## src/hw/digipot_pkg.sv

```systemverilog
// Purpose: shared constants and types for the digital potentiometer control port
// Assumes: one 20 MHz system clock; serial pins arrive asynchronously
// Notes: command codes and frame layout are fixed here and used by both design files
package digipot_pkg;

  // ==========================================================================
  // clock and timing
  // ==========================================================================
  localparam int SYS_CLK_MHZ = 20;
  localparam int SHORT_CMD_CYCLES = 2;

  // ==========================================================================
  // serial frame layout
  // ==========================================================================
  localparam int FRAME_BITS = 24;
  localparam int CMD_BITS = 4;
  localparam int ADDR_BITS = 4;
  localparam int DATA_BITS = 16;
  localparam int CNT_BITS = 5;
  localparam int STORE_WORDS = 16;

  typedef struct packed {
    logic [CMD_BITS-1:0] cmd;
    logic [ADDR_BITS-1:0] addr;
    logic [DATA_BITS-1:0] data;
  } frame_s;

  // ==========================================================================
  // command codes
  // ==========================================================================
  localparam logic [CMD_BITS-1:0] CMD_NOP = 4'h0;
  localparam logic [CMD_BITS-1:0] CMD_RELOAD_WIPER = 4'h1;
  localparam logic [CMD_BITS-1:0] CMD_SAVE_WIPER = 4'h2;
  localparam logic [CMD_BITS-1:0] CMD_WRITE_STORE = 4'h3;
  localparam logic [CMD_BITS-1:0] CMD_RESET = 4'h8;
  localparam logic [CMD_BITS-1:0] CMD_READ_STORE = 4'h9;
  localparam logic [CMD_BITS-1:0] CMD_READ_WIPER = 4'hA;
  localparam logic [CMD_BITS-1:0] CMD_WRITE_WIPER = 4'hB;

  // ==========================================================================
  // nonvolatile store map
  // ==========================================================================
  localparam logic [ADDR_BITS-1:0] ADDR_WIPER_STORE = 4'h0;
  localparam logic [ADDR_BITS-1:0] ADDR_NV_OUTPUTS = 4'h1;
  localparam int NV_OUT_ONE_BIT = 0;
  localparam int NV_OUT_TWO_BIT = 1;
  localparam logic [DATA_BITS-1:0] STORE_RESET = 16'h0000;

endpackage

```

## src/hw/digipot_control.sv

```systemverilog
// Purpose: control pins and command execution of a nonvolatile digital potentiometer
// Assumes: all pins except SYS_CLK and SYS_RST are asynchronous to SYS_CLK and pass two flip-flops first
// Notes: the analog wiper is represented only by its setting register
// ============================================================================
// What this block does
// - write-protect low blocks serial writes to store and wiper; reload commands and preset still set the wiper
// - preset copies the nonvolatile store into wiper
// - preset fires on the rising edge only
// - store holds midscale until the user saves
// - commands execute when chip select returns high
// - ready is active low and open drain
// - ready marks completion of commands 2,3,8,9,10
// - output two follows D1 at location one
// - output one follows D0 at location one
// - one serial bit taken per clock rise
module digipot_control #(
  parameter int WIPER_BITS = 10,
  parameter int NV_PROG_TIME_US = 25000
) (
  input wire logic SYS_CLK,
  input wire logic SYS_RST,
  input wire logic SPI_CLK,
  input wire logic SERIAL_IN,
  input wire logic CS_N,
  input wire logic WRITE_PROTECT_N,
  input wire logic HW_PRESET_RELOAD,
  output logic SERIAL_OUT_O,
  output logic SERIAL_OUT_OE_N,
  output logic READY_O,
  output logic READY_OE_N,
  output logic NV_OUTPUT_ONE,
  output logic NV_OUTPUT_TWO,
  output logic [WIPER_BITS-1:0] WIPER_SETTING
);

  // ==========================================================================
  // constants
  // ==========================================================================
  localparam int PROG_CYCLES = NV_PROG_TIME_US * digipot_pkg::SYS_CLK_MHZ;
  localparam int TIMER_BITS = $clog2(PROG_CYCLES + 1);
  localparam int DW = digipot_pkg::DATA_BITS;
  localparam logic [WIPER_BITS-1:0] MIDSCALE = {1'b1, {(WIPER_BITS-1){1'b0}}};

  typedef enum logic [1:0] {IDLE, BUSY} exec_e;

  function automatic logic [DW-1:0] widen(input logic [WIPER_BITS-1:0] w);
    widen = {{(DW-WIPER_BITS){1'b0}}, w};
  endfunction

  // ==========================================================================
  // declarations
  // ==========================================================================
  logic frame_valid, serial_bit;
  digipot_pkg::frame_s frame;
  logic [DW-1:0] store_mem [digipot_pkg::STORE_WORDS];
  logic [WIPER_BITS-1:0] wiper_r;
  logic [1:0] wp_sync_r;
  logic [2:0] preset_sync_r;
  logic preset_rise, protect, take, writes_setting, starts_busy;
  logic load_valid_r;
  logic [DW-1:0] load_word_r;
  exec_e state_r;
  logic [TIMER_BITS-1:0] timer_r;

  // ==========================================================================
  // serial port
  // ==========================================================================
  serial_frame_shifter #(
    .FRAME_BITS(digipot_pkg::FRAME_BITS)
  ) u_shifter (
    .clk(SYS_CLK),
    .rst(SYS_RST),
    .spi_clk_pin(SPI_CLK),
    .serial_in_pin(SERIAL_IN),
    .cs_n_pin(CS_N),
    .load_valid(load_valid_r),
    .load_word(load_word_r),
    .frame_valid(frame_valid),
    .frame(frame),
    .serial_bit(serial_bit)
  );

  // ==========================================================================
  // pin synchronisers
  // ==========================================================================
  always_ff @(posedge SYS_CLK) begin
    if (SYS_RST) begin
      wp_sync_r <= 2'h3;
      preset_sync_r <= 3'h0;
    end else begin
      wp_sync_r <= {wp_sync_r[0], WRITE_PROTECT_N};
      preset_sync_r <= {preset_sync_r[1:0], HW_PRESET_RELOAD};
    end
  end

  assign protect = ~wp_sync_r[1];
  assign preset_rise = preset_sync_r[1] & ~preset_sync_r[2];

  // frames arriving while a command is still busy are dropped
  assign take = frame_valid && state_r == IDLE;
  assign writes_setting = frame.cmd == digipot_pkg::CMD_SAVE_WIPER
    || frame.cmd == digipot_pkg::CMD_WRITE_STORE
    || frame.cmd == digipot_pkg::CMD_WRITE_WIPER;
  // only commands that report completion pull ready low; others leave it released
  assign starts_busy = take && (frame.cmd inside {digipot_pkg::CMD_RESET,
    digipot_pkg::CMD_READ_STORE, digipot_pkg::CMD_READ_WIPER}
    || (!protect && (frame.cmd == digipot_pkg::CMD_SAVE_WIPER
    || frame.cmd == digipot_pkg::CMD_WRITE_STORE)));

  // ==========================================================================
  // nonvolatile store
  // ==========================================================================
  always_ff @(posedge SYS_CLK) begin
    if (SYS_RST) begin
      for (int i = 0; i < digipot_pkg::STORE_WORDS; i++) begin
        store_mem[i] <= digipot_pkg::STORE_RESET;
      end
      store_mem[digipot_pkg::ADDR_WIPER_STORE] <= widen(MIDSCALE);
    end else if (take && !protect && writes_setting) begin
      if (frame.cmd == digipot_pkg::CMD_SAVE_WIPER) begin
        store_mem[digipot_pkg::ADDR_WIPER_STORE] <= widen(wiper_r);
      end else if (frame.cmd == digipot_pkg::CMD_WRITE_STORE) begin
        store_mem[frame.addr] <= frame.data;
      end
    end
  end

  // ==========================================================================
  // wiper setting register
  // ==========================================================================
  // a preset edge outranks a same-cycle serial write: the pin is the override
  always_ff @(posedge SYS_CLK) begin
    if (SYS_RST) begin
      wiper_r <= MIDSCALE;
    end else if (preset_rise) begin
      wiper_r <= store_mem[digipot_pkg::ADDR_WIPER_STORE][WIPER_BITS-1:0];
    end else if (take) begin
      if (frame.cmd == digipot_pkg::CMD_RELOAD_WIPER || frame.cmd == digipot_pkg::CMD_RESET) begin
        wiper_r <= store_mem[digipot_pkg::ADDR_WIPER_STORE][WIPER_BITS-1:0];
      end else if (frame.cmd == digipot_pkg::CMD_WRITE_WIPER && !protect) begin
        wiper_r <= frame.data[WIPER_BITS-1:0];
      end
    end
  end

  // ==========================================================================
  // readback load into the shifter
  // ==========================================================================
  always_ff @(posedge SYS_CLK) begin
    if (SYS_RST) begin
      load_valid_r <= 1'b0;
      load_word_r <= '0;
    end else begin
      load_valid_r <= take && (frame.cmd == digipot_pkg::CMD_READ_STORE
        || frame.cmd == digipot_pkg::CMD_READ_WIPER);
      load_word_r <= frame.cmd == digipot_pkg::CMD_READ_STORE ? store_mem[frame.addr]
        : widen(wiper_r);
    end
  end

  // ==========================================================================
  // completion tracking for ready
  // ==========================================================================
  // slow store writes hold ready low for the programming time; refused writes don't
  always_ff @(posedge SYS_CLK) begin
    if (SYS_RST) begin
      state_r <= IDLE;
      timer_r <= '0;
    end else begin
      unique case (state_r)
        IDLE: begin
          if (take) begin
            unique case (frame.cmd)
              digipot_pkg::CMD_SAVE_WIPER, digipot_pkg::CMD_WRITE_STORE: begin
                if (!protect) begin
                  state_r <= BUSY;
                  timer_r <= TIMER_BITS'(PROG_CYCLES - 1);
                end
              end
              digipot_pkg::CMD_RESET, digipot_pkg::CMD_READ_STORE,
              digipot_pkg::CMD_READ_WIPER: begin
                state_r <= BUSY;
                timer_r <= TIMER_BITS'(digipot_pkg::SHORT_CMD_CYCLES - 1);
              end
              default: begin
                state_r <= IDLE;
              end
            endcase
          end
        end
        BUSY: begin
          if (timer_r == '0) begin
            state_r <= IDLE;
          end else begin
            timer_r <= timer_r - 1'b1;
          end
        end
        default: begin
          state_r <= IDLE;
        end
      endcase
    end
  end

  // ==========================================================================
  // output flops
  // ==========================================================================
  always_ff @(posedge SYS_CLK) begin
    if (SYS_RST) begin
      READY_O <= 1'b0;
      READY_OE_N <= 1'b1;
      SERIAL_OUT_O <= 1'b0;
      SERIAL_OUT_OE_N <= 1'b1;
    end else begin
      READY_O <= 1'b0;
      READY_OE_N <= ~(state_r == BUSY || starts_busy);
      SERIAL_OUT_O <= 1'b0;
      SERIAL_OUT_OE_N <= serial_bit;
    end
  end

  always_ff @(posedge SYS_CLK) begin
    if (SYS_RST) begin
      NV_OUTPUT_ONE <= 1'b0;
      NV_OUTPUT_TWO <= 1'b0;
      WIPER_SETTING <= MIDSCALE;
    end else begin
      NV_OUTPUT_ONE <= store_mem[digipot_pkg::ADDR_NV_OUTPUTS][digipot_pkg::NV_OUT_ONE_BIT];
      NV_OUTPUT_TWO <= store_mem[digipot_pkg::ADDR_NV_OUTPUTS][digipot_pkg::NV_OUT_TWO_BIT];
      WIPER_SETTING <= wiper_r;
    end
  end

endmodule

```

## src/hw/serial_frame_shifter.sv

```systemverilog
// Purpose: synchronise the serial pins, shift frames in and readback bits out
// Assumes: serial clock well below half the system clock rate
// Notes: a frame counts only if exactly FRAME_BITS edges came while selected
module serial_frame_shifter #(
  parameter int FRAME_BITS = digipot_pkg::FRAME_BITS
) (
  input wire logic clk,
  input wire logic rst,
  input wire logic spi_clk_pin,
  input wire logic serial_in_pin,
  input wire logic cs_n_pin,
  input wire logic load_valid,
  input wire logic [digipot_pkg::DATA_BITS-1:0] load_word,
  output logic frame_valid,
  output digipot_pkg::frame_s frame,
  output logic serial_bit
);

  // ==========================================================================
  // two-flop synchronisers, then a third stage for edges
  // ==========================================================================
  logic [2:0] sclk_r, cs_r;
  logic [1:0] din_r;
  logic [FRAME_BITS-1:0] shift_r;
  logic [digipot_pkg::CNT_BITS-1:0] cnt_r;
  logic sclk_rise, sclk_fall, cs_fall, cs_rise, selected;

  always_ff @(posedge clk) begin
    if (rst) begin
      sclk_r <= 3'h0;
      cs_r <= 3'h7;
      din_r <= 2'h0;
    end else begin
      sclk_r <= {sclk_r[1:0], spi_clk_pin};
      cs_r <= {cs_r[1:0], cs_n_pin};
      din_r <= {din_r[0], serial_in_pin};
    end
  end

  assign sclk_rise = sclk_r[1] & ~sclk_r[2];
  assign sclk_fall = ~sclk_r[1] & sclk_r[2];
  assign cs_fall = ~cs_r[1] & cs_r[2];
  assign cs_rise = cs_r[1] & ~cs_r[2];
  assign selected = ~cs_r[1];

  // ==========================================================================
  // shift register and bit counter
  // ==========================================================================
  always_ff @(posedge clk) begin
    if (rst) begin
      shift_r <= '0;
    end else if (load_valid) begin
      shift_r <= {load_word, {(FRAME_BITS-digipot_pkg::DATA_BITS){1'b0}}};
    end else if (selected && sclk_rise) begin
      shift_r <= {shift_r[FRAME_BITS-2:0], din_r[1]};
    end
  end

  // counter saturates so an over-long frame can never wrap back to a valid count
  always_ff @(posedge clk) begin
    if (rst || cs_fall) begin
      cnt_r <= '0;
    end else if (selected && sclk_rise && cnt_r != '1) begin
      cnt_r <= cnt_r + 1'b1;
    end
  end

  // ==========================================================================
  // frame out on deselect, serial bit out on falling edges
  // ==========================================================================
  always_ff @(posedge clk) begin
    if (rst) begin
      frame_valid <= 1'b0;
      frame <= '0;
    end else begin
      frame_valid <= cs_rise && cnt_r == digipot_pkg::CNT_BITS'(FRAME_BITS);
      frame <= shift_r;
    end
  end

  always_ff @(posedge clk) begin
    if (rst) begin
      serial_bit <= 1'b1;
    end else if (!selected) begin
      serial_bit <= 1'b1;
    end else if (cs_fall || sclk_fall) begin
      serial_bit <= shift_r[FRAME_BITS-1];
    end
  end

endmodule

```

## config.mk

```make
export PLATFORM = sky130hd
export DESIGN_NAME = digipot_control
export DESIGN_NICKNAME = d
export VERILOG_FILES = /design/src/hw/digipot_pkg.sv /design/src/hw/digipot_control.sv /design/src/hw/serial_frame_shifter.sv
export SDC_FILE = /design/constraint.sdc
export NUM_CORES = 1
export LEC_CHECK = 0
export ABC_AREA = 1
export BUFFER_PORTS_ARGS = -buffer_cell sky130_fd_sc_hd__buf_2
export CORE_MARGIN = 3
export CORE_UTILIZATION = 60
export DETAILED_ROUTE_END_ITERATION = 12
export GPL_TIMING_DRIVEN = 0
export HOLD_SLACK_MARGIN = 0.1
export PLACE_DENSITY = 0.84
export SLEW_MARGIN = 10
export SYNTH_ARGS = -nofsm -noshare
export SYNTH_HDL_FRONTEND = slang
export SYNTH_SLANG_ARGS = --single-unit
```

## constraint.sdc

```tcl
create_clock -name SYS_CLK -period 2.4 [get_ports SYS_CLK]
set_input_delay 0.48 -clock SYS_CLK [delete_from_list [all_inputs] [get_ports SYS_CLK]]
set_output_delay 0.48 -clock SYS_CLK [all_outputs]
set_load 0.05 [all_outputs]
```

==> results by group <==
Run status
  • Status: complete, but fails checks
  • Failing checks: negative setup slack

Pwr
  • Sw Ratio: 21.1%
  • P_leak: 6.51 nW
  • Cell internal pwr: 0.0109 W
  • Psw: 0.00293 W
  • Clock power frac: 43.6%
  • Combinational group share of total power: 3.1%
  • Power Density: 764 mW/mm2
  • Power share of the sequential group: 53.3%
  • Worst vdd ir: 687 uV

GRT
  • Vias in the first global route: 12700
  • Total grt overflow: 0
  • First-pass GRT wire length: 68.3 mm
  • Tot GR Track Use: 31.1%
  • Largest net degree at the start of global routing: 17
  • Initial antenna violation count: 0

Clocking
  • CTS Hold Bufs: 0
  • CTS Buf Count: 40
  • Clock latency on the worst-skew pair: 530 ps
  • Clk buf depth: 3
  • Clock slew at reported path FFs: 60 ps
  • TritonCTS clock tree: done
  • CTS H-Tree Depth: 2
  • Clk sinks: 385
  • Root buf cell: clkbuf_16

Logic synthesis
  • Post-synth EDFFs: 256
  • Seq/Total Area, Yosys: 64.0%
  • Area of the mapped netlist: 0.0160 mm2
  • Synth cell types: 32
  • Ys flop type: edfxtp_1
  • Async SR Flop Fraction: 0%
  • Seq cells post-synth: 385
  • Syn Area/Cell: 9.33 um2
  • YS warnings: 0
  • Cell count after synthesis: 1719

STA
  • Slew margin rel.: 46.9%
  • Final period util: 101%
  • Setup TNS: -15.1 ps
  • RSZ-0062 raised after global routing: true
  • Fin worst setup slack: -14.3 ps
  • Slew Limit Fails: 0
  • Endpoints failing hold: 0
  • Final Setup Violations: 2
  • Clk_skew: 26.8 ps
  • FMAX: 414 MHz
  • Tmin final: 2410 ps
  • Final hold slack: 136 ps
  • Actual slew at the worst max-slew pin: 797 ps

Routing
  • Vias: 12800
  • Initial DRT Pass Iterations: 7
  • Vias/cell: 5.97
  • Routed WL: 44.8 mm
  • Routed wire per std cell: 20.8 um
  • DRC: 0
  • DR iter-0 viols: 1647
  • Routed Antenna Nets: 0

Setup path
  • Crit Path Max Fanout: 16
  • Crit Reg-Reg Startpoint: u_shifter.frame[17]$_SDFF_PP0_
  • Crit-path max cell delay: 490 ps
  • CP max stage cell: dfxtp_1
  • Crit path from: u_shifter.frame[17]$_SDFF_PP0_
  • CP most frequent cell: buf_4
  • CP required: 2590 ps
  • WP buf/inv: 4
  • Crit-path cells: inv_1, nor2_2, buf_4, buf_4, nand2_2, buf_2, nand2_4
  • Arrival @ worst endpoint: 2600 ps
  • Crit-path leading delay family: buffers and inverters
  • Critical path class: register to register
  • Critical path capture point type: register
  • Startpoint type of the worst setup path: register

Floorplan
  • CORE AREA: 0.0261 mm2
  • Initial Utilization: 61.4%
  • Die area: 0.0287 mm2
  • Die height: 169 um
  • I/O pin count: 23
  • Chip width: 169 um
  • Rows: 59

Final layout
  • Diodes inserted: 0
  • Most frequent cells in the layout: nor2_1 (426), nand2_1 (346), edfxtp_1 (256)
  • Layout cell share with drive strength beyond 1: 8.71%
  • Layout area overhead: 13.1%
  • Sequential cell area: 0.0103 mm2
  • Footprint of the multi-input gates: 0.00517 mm2
  • Fillers: 1909
  • Non-Filler Instances: 2150
  • Most common cell after layout, fill and taps aside: nor2_1
  • Final nets: 1795

Placement
  • Post-placement cell count: 2075
  • IO buf count: 20
  • Dpl hpwl: 29.8 mm
  • Gpl congestion: 0.919

Run
  • Max cap viols: 0

Hold path
  • Worst hold path type: primary input to register
  • HP Start: WRITE_PROTECT_N
-- registers in the layout (all words and copies together) (netlist names), 2 cells and up --
register	flops
u_shifter.cs_r	3
u_shifter.cnt_r	5
preset_sync_r	3
WIPER_SETTING	10
u_shifter.din_r	2
u_shifter.frame	24
u_shifter.shift_r	24
store_mem	256
wp_sync_r	2
timer_r	19
u_shifter.sclk_r	3
load_word_r	16
wiper_r	10
-- layer usage --
layer / wire length [um] / vias to the layer above / share of wire (%) / global-route usage (%)
met5: 0 / - / 0 / 0
met4: 2480 / 0 / 5.5 / 15.7
met3: 4830 / 178 / 11 / 6.10
met2: 21500 / 800 / 48 / 53.1
met1: 16000 / 6046 / 36 / 37.8
li1: - / 5821 / - / -
-- logic make-up (layout without fill, tap and decap cells) --
| kind of cell | after synthesis | in the layout | synth area share [%] |
|---|---|---|---|
| other | 1 | 2 | 0.0234 |
| adders and majority gates | 4 | 4 | 0.312 |
| xor gates and xnor gates | 1 | 1 | 0.0546 |
| buffers and inverters | 216 | 310 | 5.35 |
| and+or+nand+nor | 907 | 908 | 22.6 |
| DFF | 385 | 385 | 64.0 |
| AOI/OAI and AO/OA | 205 | 205 | 7.62 |
-- power by group through the flow --
| stage | logic [W] | registers, W | clock network, W |
|---|---|---|---|
| floorplan | 0.000236 | 0.00752 | 0 |
| global route | 0.000461 | 0.00741 | 0.00629 |
| detailed placement | 0.000388 | 0.00753 | 0 |
| finish | 0.000428 | 0.00739 | 0.00604 |
| CTS | 0.000412 | 0.00738 | 0.00601 |
| global placement | 0.000378 | 0.00752 | 0 |
-- synthesized netlist by cell type, drive strengths merged, types with 7 or more instances --
cell | instances | area (um2)
nand4 | 36 | 225
buf | 29 | 156
inv | 116 | 435
nand2 | 374 | 1410
nor2 | 436 | 1650
edfxtp | 256 | 7690
o21ai | 71 | 355
a21oi | 57 | 285
nand3 | 44 | 225
a22oi | 68 | 510
clkbuf | 64 | 240
clkinv | 7 | 26.3
nor3 | 11 | 66.3
dfxtp | 129 | 2580
-- worst paths after layout --
kind                                                       end  slack (ps)  cells past startpoint
worst max-delay path            store_mem[14][3]$_SDFFCE_PN0P_         -10                      7
worst min-delay path                   wp_sync_r[0]$_SDFF_PP1_         140                      2
worst max register to register  store_mem[14][3]$_SDFFCE_PN0P_         -10                      7
worst min register to register  u_shifter.sclk_r[1]$_SDFF_PP0_         400                      2
-- stage by stage --
stage                     instance area [um2]  total power [W]  worst slack [ps]  util (%)
after floorplan                         16000          0.00776               320         -
after global placement                  16600          0.00789              -759      63.4
after detailed placement                16600          0.00792              -818      63.4
after CTS                               18000           0.0138             -81.6      68.9
after global routing                    18100           0.0142             -30.2      69.4
final                                   18100           0.0139             -14.3      69.4
-- layout make-up --
| type | count | area share, % |
|---|---|---|
| repair buffers | 21 | 0.614 |
| inverters | 123 | 2.55 |
| clock inverters | 19 | 0.835 |
| clock buffers | 54 | 6.22 |
| multi-input cells | 1120 | 28.5 |
| plain buffers | 93 | 2.31 |
| well taps | 335 | 2.31 |
| flip-flops and latches | 385 | 56.6 |
-- what timing repair did --
| item | CTS | global route |
|---|---|---|
| setup buffers | 0 | 0 |
| setup endpoints to repair | 256 | 242 |
| resized for setup | 44 | 26 |
| pin swaps | 0 | 1 |
| cloned | 1 | 0 |
No activity file was read; power rests on OpenSTA's default activity.
